### src/hw/clk_tb_pkg.sv
// constants for the clock, peripheral strobe and timebase counter block
package clk_tb_pkg;

    // ------------------------------------------------------------
    // timebase counter register
    // ------------------------------------------------------------
    localparam int unsigned TB_WIDTH = 8;
    localparam logic [7:0] TB_OFFSET = 8'h18;
    localparam logic [7:0] TB_RESET = 8'hff;
    localparam int unsigned TB_DIVIDE = 10;
    localparam int unsigned IO_ADDR_WIDTH = 8;

    // ------------------------------------------------------------
    // bus cycle description from the sequencer
    // ------------------------------------------------------------
    typedef enum logic [2:0] {
        CYC_IDLE,
        CYC_OPCODE,
        CYC_MEM_RD,
        CYC_MEM_WR,
        CYC_IO_RD,
        CYC_IO_WR
    } cyc_kind_e;

    typedef enum logic [2:0] {
        TS_NONE,
        TS_T1,
        TS_T2,
        TS_TW,
        TS_T3
    } t_state_e;

endpackage

### src/hw/timebase_if.sv
// carrier between the timebase counter and the top module
`timescale 1ns/1ps
`default_nettype none
interface timebase_if;
    logic [7:0] count;
    logic tick;

    modport src (
        output count,
        output tick
    );
    modport dst (
        input count,
        input tick
    );
endinterface
`default_nettype wire
### src/hw/clock_timebase.sv
// system clock divider, peripheral enable strobe and timebase read port
`timescale 1ns/1ps
`default_nettype none
module clock_timebase
    import clk_tb_pkg::*;
#(
    parameter int unsigned DIVIDE = TB_DIVIDE
)
(
    input wire logic clk_sys_i,
    input wire logic rst_b_i,
    input wire logic clk_in_i,
    input wire logic [2:0] cyc_kind_i,
    input wire logic [2:0] t_state_i,
    input wire logic io_stop_mode_i,
    input wire logic io_rd_i,
    input wire logic io_wr_i,
    input wire logic [IO_ADDR_WIDTH-1:0] io_addr_i,
    output logic phi_o,
    output logic e_strobe_o,
    output logic [7:0] rd_data_o,
    output logic rd_hit_o,
    output logic [7:0] tb_count_o
);

    initial
    begin
        if (DIVIDE < 2)
            $error("clock_timebase: DIVIDE must be at least 2");
        if (IO_ADDR_WIDTH < 8)
            $error("clock_timebase: I/O address narrower than the timebase offset");
        if (TB_WIDTH != 8)
            $error("clock_timebase: timebase read port is 8 bits wide");
    end

    timebase_if tb_bus ();

    // stop mode is not wired to the counter, so it never halts the timebase
    timebase_counter #(
        .DIVIDE(DIVIDE)
    ) u_counter (
        .clk_sys_i(clk_sys_i),
        .rst_b_i(rst_b_i),
        .tb(tb_bus)
    );

    // ------------------------------------------------------------
    // input clock: synchronise, find rising edges, divide by two
    // ------------------------------------------------------------
    logic clk_in_s1_r;
    logic clk_in_s2_r;
    logic clk_in_d_r;
    logic phi_r;
    logic clk_in_rise;

    always_ff @(posedge clk_sys_i or negedge rst_b_i)
    begin
        if (!rst_b_i)
        begin
            clk_in_s1_r <= 1'b0;
            clk_in_s2_r <= 1'b0;
            clk_in_d_r <= 1'b0;
        end
        else
        begin
            clk_in_s1_r <= clk_in_i;
            clk_in_s2_r <= clk_in_s1_r;
            clk_in_d_r <= clk_in_s2_r;
        end
    end

    // rising edge seen one stage past the synchroniser
    assign clk_in_rise = clk_in_s2_r && !clk_in_d_r;

    always_ff @(posedge clk_sys_i or negedge rst_b_i)
    begin
        if (!rst_b_i)
            phi_r <= 1'b0;
        else if (clk_in_rise)
            phi_r <= ~phi_r;
    end

    assign phi_o = phi_r;

    // ------------------------------------------------------------
    // peripheral enable strobe
    // ------------------------------------------------------------
    cyc_kind_e kind;
    t_state_e ts;
    logic mem_cyc;
    logic io_rd_cyc;
    logic io_wr_cyc;
    logic in_t2;
    logic in_tw;
    logic in_t3;
    logic e_nxt;
    logic e_r;

    assign kind = cyc_kind_e'(cyc_kind_i);
    assign ts = t_state_e'(t_state_i);

    // class of the running machine cycle
    always_comb
    begin
        mem_cyc = 1'b0;
        io_rd_cyc = 1'b0;
        io_wr_cyc = 1'b0;
        case (kind)
            CYC_OPCODE, CYC_MEM_RD, CYC_MEM_WR:
                mem_cyc = 1'b1;
            CYC_IO_RD:
                io_rd_cyc = 1'b1;
            CYC_IO_WR:
                io_wr_cyc = 1'b1;
            CYC_IDLE:
                mem_cyc = 1'b0;
            default:
                mem_cyc = 1'b0;
        endcase
    end

    // T state of the running machine cycle
    always_comb
    begin
        in_t2 = 1'b0;
        in_tw = 1'b0;
        in_t3 = 1'b0;
        case (ts)
            TS_T2:
                in_t2 = 1'b1;
            TS_TW:
                in_tw = 1'b1;
            TS_T3:
                in_t3 = 1'b1;
            TS_NONE, TS_T1:
                in_t2 = 1'b0;
            default:
                in_t2 = 1'b0;
        endcase
    end

    always_comb
    begin
        e_nxt = 1'b0;
        if (mem_cyc)
            // high from T2 through T3, each TW in between adds a cycle
            e_nxt = in_t2 || in_tw || in_t3;
        else if (io_rd_cyc)
            // only a TW raises it; without waits it never rises
            e_nxt = in_tw || (e_r && in_t3);
        else if (io_wr_cyc)
            // io write: wait cycles only
            e_nxt = in_tw;
    end

    // registered so every strobe edge lands on a system clock edge
    always_ff @(posedge clk_sys_i or negedge rst_b_i)
    begin
        if (!rst_b_i)
            e_r <= 1'b0;
        else
            e_r <= e_nxt;
    end

    assign e_strobe_o = e_r;

    // ------------------------------------------------------------
    // timebase read port; writes to the address are dropped
    // ------------------------------------------------------------
    logic [7:0] rd_data_r;
    logic rd_hit_r;
    logic [7:0] count_r;
    logic addr_hit;
    logic rd_take;

    assign addr_hit = (io_addr_i == TB_OFFSET);
    assign rd_take = io_rd_i && addr_hit && !io_wr_i;

    always_ff @(posedge clk_sys_i or negedge rst_b_i)
    begin
        if (!rst_b_i)
            rd_hit_r <= 1'b0;
        else
            rd_hit_r <= rd_take;
    end

    // the read only samples the count, it never loads it
    always_ff @(posedge clk_sys_i or negedge rst_b_i)
    begin
        if (!rst_b_i)
            rd_data_r <= 8'h00;
        else if (rd_take)
            rd_data_r <= tb_bus.count;
        else
            rd_data_r <= 8'h00;
    end

    // copy moves on the tick, one cycle after each decrement
    always_ff @(posedge clk_sys_i or negedge rst_b_i)
    begin
        if (!rst_b_i)
            count_r <= TB_RESET;
        else if (tb_bus.tick)
            count_r <= tb_bus.count;
    end

    assign rd_data_o = rd_data_r;
    assign rd_hit_o = rd_hit_r;
    assign tb_count_o = count_r;

endmodule
`default_nettype wire

### src/hw/timebase_counter.sv
// free running down counter with a fixed prescaler
`timescale 1ns/1ps
`default_nettype none
module timebase_counter
    import clk_tb_pkg::*;
#(
    parameter int unsigned DIVIDE = TB_DIVIDE
)
(
    input wire logic clk_sys_i,
    input wire logic rst_b_i,
    timebase_if.src tb
);

    localparam int unsigned PW = $clog2(DIVIDE);
    localparam logic [PW-1:0] PRE_LAST = PW'(DIVIDE - 1);

    initial
    begin
        if (DIVIDE < 2)
            $error("timebase_counter: DIVIDE must be at least 2");
    end

    logic [PW-1:0] pre_r;
    logic [7:0] count_r;
    logic tick_r;

    // ------------------------------------------------------------
    // prescaler: one tick every DIVIDE cycles, never gated
    // ------------------------------------------------------------
    always_ff @(posedge clk_sys_i or negedge rst_b_i)
    begin
        if (!rst_b_i)
        begin
            pre_r <= '0;
            tick_r <= 1'b0;
        end
        else if (pre_r == PRE_LAST)
        begin
            pre_r <= '0;
            tick_r <= 1'b1;
        end
        else
        begin
            pre_r <= pre_r + PW'(1);
            tick_r <= 1'b0;
        end
    end

    // ------------------------------------------------------------
    // counter: wraps through zero, no load path at all
    // ------------------------------------------------------------
    always_ff @(posedge clk_sys_i or negedge rst_b_i)
    begin
        if (!rst_b_i)
            count_r <= TB_RESET;
        else if (pre_r == PRE_LAST)
            count_r <= count_r - 8'h01;
    end

    assign tb.count = count_r;
    assign tb.tick = tick_r;

endmodule
`default_nettype wire

### config.mk
export PLATFORM = sky130hd
export DESIGN_NAME = clock_timebase
export DESIGN_NICKNAME = d
export VERILOG_FILES = /design/src/hw/clk_tb_pkg.sv /design/src/hw/timebase_if.sv /design/src/hw/clock_timebase.sv /design/src/hw/timebase_counter.sv
export SDC_FILE = /design/constraint.sdc
export NUM_CORES = 1
export LEC_CHECK = 0
export CELL_PAD_IN_SITES_DETAIL_PLACEMENT = 0
export CELL_PAD_IN_SITES_GLOBAL_PLACEMENT = 1
export CORE_UTILIZATION = 42
export DETAILED_ROUTE_END_ITERATION = 8
export DONT_BUFFER_PORTS = 1
export PLACE_DENSITY = 0.74
export SLEW_MARGIN = 20
export SYNTH_ARGS = -nofsm -noshare
export SYNTH_HDL_FRONTEND = slang
export SYNTH_HIERARCHICAL = 1
export SYNTH_SLANG_ARGS = --single-unit
export TNS_END_PERCENT = 1
### constraint.sdc
create_clock -name clk_sys_i -period 1.2 [get_ports clk_sys_i]
set_input_delay 0.12 -clock clk_sys_i [delete_from_list [all_inputs] [get_ports clk_sys_i]]
set_output_delay 0.12 -clock clk_sys_i [all_outputs]
set_load 0.005 [all_outputs]
# == After elaboration in Yosys (flattened, before gate mapping) ==
# Index checks and enable logic that the tools add are counted.
# word_totals
ff_bits,35
latch_bits,0
ramBits,0
rom_bits,0
in_bits,20
word_cells,46
memories,0
# classes
n_addsub,2
mul,0
div_mod_pow,0
magnitude_cmp,0
eq_ne,10
n_shift,0
n_mux,12
bitwise,1
reduce_logical,10
# op_table
operator,count
"== test 3 x 2 -> 1 bit, second input constant",4
2-to-1 mux 1 bit,10
"== test 3 bit, second input constant",3
"== test 8 x 5 -> 1 bit, second input constant",1
2-to-1 mux 8 bit,1
"subtractor 8 x 1 -> 8 bit, second input constant",1
"adder 4 x 1 -> 4 bit, second input constant",1
"== test 4 bit, second input constant",1
logical AND 1 bit,4
2-to-1 mux 4 bit,1
"== test 3 x 1 -> 1 bit, second input constant",1
logical OR 1 bit,3
OR reduction 3 bit,1
zero test 1 bit,2
NOT 1 bit,1

# == Longest topological paths before layout ==
# logic_depth
word_depth,6
ltp_mapped,5
depth_no_buf,5

# == Cells and area by module ==
# The synthesis kept the hierarchy.
# by_module_without_submodules
module,n_inst,cells_each,area_per_inst_um2,seq_area_each_um2
clock_timebase,1,53,802.0,560.5
timebase_counter,1,47,569.3,335.3

# == Least setup slack after synthesis ==
# Ideal clock, no wire load.
# synth_timing
kind,reg-to-reg
startpoint,register u_counter.pre_r[2]
endpoint,"register u_counter.count_r[4], in the netlist u_counter/tb.count[4]"
setup_time_ns,0.075
t_arrival_ns,1.142
t_required_ns,1.125
path_slack_ns,-0.016
path_stages_with_launch,5
path_buffers,1
period_less_slack_ns,1.216
path_cell_list,dfrtp_1 -> and4bb_1 -> buf_6 -> and4bb_1 -> xor2_1
# synth_via
elab_chain_cells,1
# synth_lines
item,line_no,source
start: declaration,timebase_counter.sv:24,logic [PW-1:0] pre_r;
start signal: assignment,timebase_counter.sv:45,pre_r <= pre_r + PW'(1);
== test 4 bit,timebase_counter.sv:57,else if (pre_r == PRE_LAST)
end signal: assignment,timebase_counter.sv:58,count_r <= count_r - 8'h01;
end: declaration,timebase_counter.sv:25,logic [7:0] count_r;
# No other way between the ends.
# A chain may end at the register's enable or synchronous reset.

# == Final worst setup path ==
# layout_timing
startpoint,"register u_counter.count_r[1], in the netlist u_counter/tb.count[1]"
endpoint,"register u_counter.count_r[4], in the netlist u_counter/tb.count[4]"
# layout_via
elab_chain_cells,1
# layout_lines
item,line_no
subtractor 8 x 1 -> 8 bit,timebase_counter.sv:58
# No other way between the ends.

==> impl_metrics.ini <==
[sta]
setup_ws_ns = -0.005712
min_period_ns = 1.206
fin_skew_ns = 0.004705
hold_violations = 0
tightest_slew_ns = 0.4033
relSlewSlack_pct = 73.11
clock.fmax_mhz = 829.4
rsz0062_at_grt = yes
drv_slew = 0
timing.final.crit_share_pct = 100.5
setup_viol = 1
finalHoldWorstSlack_ns = 0.04152

[detailed_routing]
dr.first_iter.drc_count = 9
vias = 809
wl_per_cell_um = 13.49
via_per_inst = 4.903
first_pass_iters = 4
detail_route.wirelength_mm = 2.226
antenna_left = 0
drc = 0

[place]
gp_congestion = 0.7742
dpl.hpwl_mm = 1.423
port_buffers = 0
placed_area_um2 = 1458

[final_layout]
fin_area_um2 = 1624
antenna_cells = 0
fill_cells = 295
final_nets = 141
post_route_cells_drive_above_1_share_pct = 30.58
synthToLayoutAreaGrowth_pct = 18.43

[synth]
synth_area_per_cell_um2 = 13.71
synth_fp_nets = 121
synthesis.area_um2 = 1371
synth.distinct_cells = 29
synth-seq-area-share_pct = 65.33
postSynthCellCount = 100
synth_seq_cells = 35
ys.warnings.count = 6

[clock_tree]
worst_skew_pair.late_latency_ns = 0.33
clk_path_buf_depth = 2
cts_inserted_buffers = 5
clk_pin_slew_worst_paths_ns = 0.10
htree_levels = 2
root_buffer = clkbuf_4
cts_tree = done
cts.sinks = 35

[grt]
use_met1_pct = 18.30
busiest_layer = met2
antenna_found_initial = 0
grt-ovfl-total = 0
grt.met2_usage_pct = 24.51
grt_util_met3_pct = 7.205
grt_usage_pct = 15.64
grt_pass1_vias = 840
grt_max_degree = 36
grt_pass1_wl_mm = 3.829

[floorplanning]
die_w_um = 59.14
core_region_area_um2 = 3078
die_h_um = 59.14
ios = 39
die_area_um2 = 3498
start_util_pct = 44.55
num_rows = 20

[critical_path]
worstSetupPathType = register to register
startpoint_type = register
crit_chain = inv_2, ha_4, and4bb_1, xor2_1
critPathMaxStageDelay_ns = 0.58
crit_arrival_ns = 1.47
crit_required_ns = 1.46
cp_slowest_cell = dfstp_2
path_max_fanout = 4
endpoint_kind = register

[pwr]
leakage_nw = 0.6938
combPwrFrac_pct = 4.1
switching_power_w = 0.0004042
powerDensity_nw_per_um2 = 1158
p_seq_share_pct = 65.2
ir_drop_uv = 623.7
clkPwrFrac_pct = 30.8
power.internal_w = 0.001476
netSwitchingFraction_pct = 21.50

[run_status]
status = finished with violations
failed_checks = negative setup slack

[worst_hold_path]
hold_class = input pin to register

[run]
drv_cap = 0
[worst max-delay path: cells and delay by family (launching register included)]
kind,cells,cell delay (ns)
flip-flops,1,0.58
AND/OR/NAND/NOR,1,0.20
XOR/XNOR,1,0.16
adder cells (fa/ha/maj),1,0.15
buffers and inverters,1,0.05
[layout make-up]
| class | instances | area [um2] | share of cell area, % |
|---|---|---|---|
| Clock inverter | 1 | 5.005 | 0.3082 |
| Multi-Input combinational cell | 56 | 450.4 | 27.73 |
| Tap cell | 44 | 55.05 | 3.390 |
| Inverter | 6 | 22.52 | 1.387 |
| Timing Repair Buffer | 16 | 150.1 | 9.245 |
| Sequential cell | 35 | 895.9 | 55.16 |
| Clock buffer | 7 | 45.04 | 2.773 |
[power by group through the flow]
stage | logic [W] | registers (W) | clock network [W]
3_3_place_gp | 0.0000272 | 0.00125 | 0
5_1_grt | 0.0000850 | 0.00123 | 0.000682
4_1_cts | 0.0000780 | 0.00123 | 0.000618
2_1_floorplan | 0.0000261 | 0.00124 | 0
3_5_place_dp | 0.0000280 | 0.00125 | 0
6_report | 0.0000765 | 0.00123 | 0.000578
[cells by family (layout without fill, tap and decap cells)]
group	count (synthesis)	in the layout	share of synthesized area, %
and+or+nand+nor	29	29	13.05
adders and majority gates	1	1	0.9123
buffers and inverters	9	30	3.376
xor gates and xnor gates	9	9	5.748
AOI/OAI and AO/OA	7	7	3.467
muxes	10	10	8.121
DFF	35	35	65.33
[through the flow]
stage	util [%]	power [W]	setup slack, ns	cells	setup TNS (ns)
final	52.76	0.001880	-0.005712	165	-0.005712
after floorplan	-	0.001269	0.004332	100	0
after global placement	47.36	0.001273	0.005219	148	0
after detailed placement	47.36	0.001275	-0.01707	148	-0.03445
after global routing	52.76	0.001998	-0.09970	165	-0.2573
after CTS	52.60	0.001922	-0.003522	165	-0.003522
[path summary, 6_finish.rpt]
check                                       from                     to  slack, ns  cells after the start
setup reg to reg           u_counter/tb.count[1]  u_counter/tb.count[4]     -0.006                      4
hold reg to reg                      clk_in_s1_r            clk_in_s2_r       0.36                      0
max in group asynchronous                rst_b_i          tb_count_o[6]       0.72                      2
setup / recovery           u_counter/tb.count[1]  u_counter/tb.count[4]     -0.006                      4
hold / removal                      t_state_i[1]             e_strobe_o       0.04                      3
min in group asynchronous                rst_b_i               rd_hit_o       0.23                      2
[repair_timing]
action / 4_1_cts / 5_1_grt
gates resized for setup: 5 / 1
setup buffers: 1 / 0
hold endpoints to repair: 37 / 0
hold buffers: 8 / 0
setup endpoints to repair: 5 / 6
pin swaps: 2 / 1
[cells in the final DEF (no fill, tap or decap), drive strengths merged]
cell type | Yosys | final
nor3b | 1 | 1
dlygate4sd3 | 0 | 7
a22o | 1 | 1
nor4b | 2 | 2
and4b | 1 | 1
mux2 | 9 | 9
nor3 | 2 | 2
xnor2 | 8 | 8
nor2b | 1 | 1
a21oi | 2 | 2
dfstp | 16 | 16
clkbuf | 0 | 7
o211ai | 2 | 2
and2 | 8 | 8
xor2 | 1 | 1
nand4 | 1 | 1
nand2b | 1 | 1
mux2i | 1 | 1
o21ai | 1 | 1
and4bb | 2 | 2
ha | 1 | 1
nor2 | 4 | 4
a221oi | 1 | 1
clkinv | 0 | 1
nand3 | 2 | 2
nand2 | 4 | 4
inv | 6 | 6
dfrtp | 19 | 19
buf | 3 | 9
[cell usage after synthesis]
master    count  area share [%]
a21oi_1       2            0.73
nor4b_1       2             1.3
nor3_1        2            0.73
nor3b_1       1            0.55
a22o_1        1            0.64
a221oi_1      1            0.64
buf_6         1            0.82
buf_2         1            0.36
xnor2_1       8             5.1
nand3_1       2            0.73
mux2_2        1            0.82
inv_1         6             1.6
ha_1          1            0.91
dfstp_2      16              31
nor2_1        4             1.1
nand4_1       1            0.46
mux2i_1       1            0.73
xor2_1        1            0.64
and4bb_1      2             1.8
nor2b_1       1            0.46
o211ai_1      2             1.1
dfrtp_1      19              35
and4b_1       1            0.73
nand2b_1      1            0.46
o21ai_0       1            0.36
and2_1        8             3.6
mux2_1        8             6.6
buf_4         1            0.55
nand2_1       4             1.1
[state kept, by name, indices dropped and copies added, names as in the netlist, 4 cells and up]
name and count:
tb_count_o 8, rd_data_o 8, u_counter/pre_r 4, u_counter/tb.count 8
[layer usage]
layer	wire [um]	part of all wire, %	vias up
met3	152	6.8	4
li1	-	-	375
met1	977	44	403
met2	1063	48	27
met4	32	1.4	0
met5	0	0	-
No activity file was read; power rests on OpenSTA's default activity.
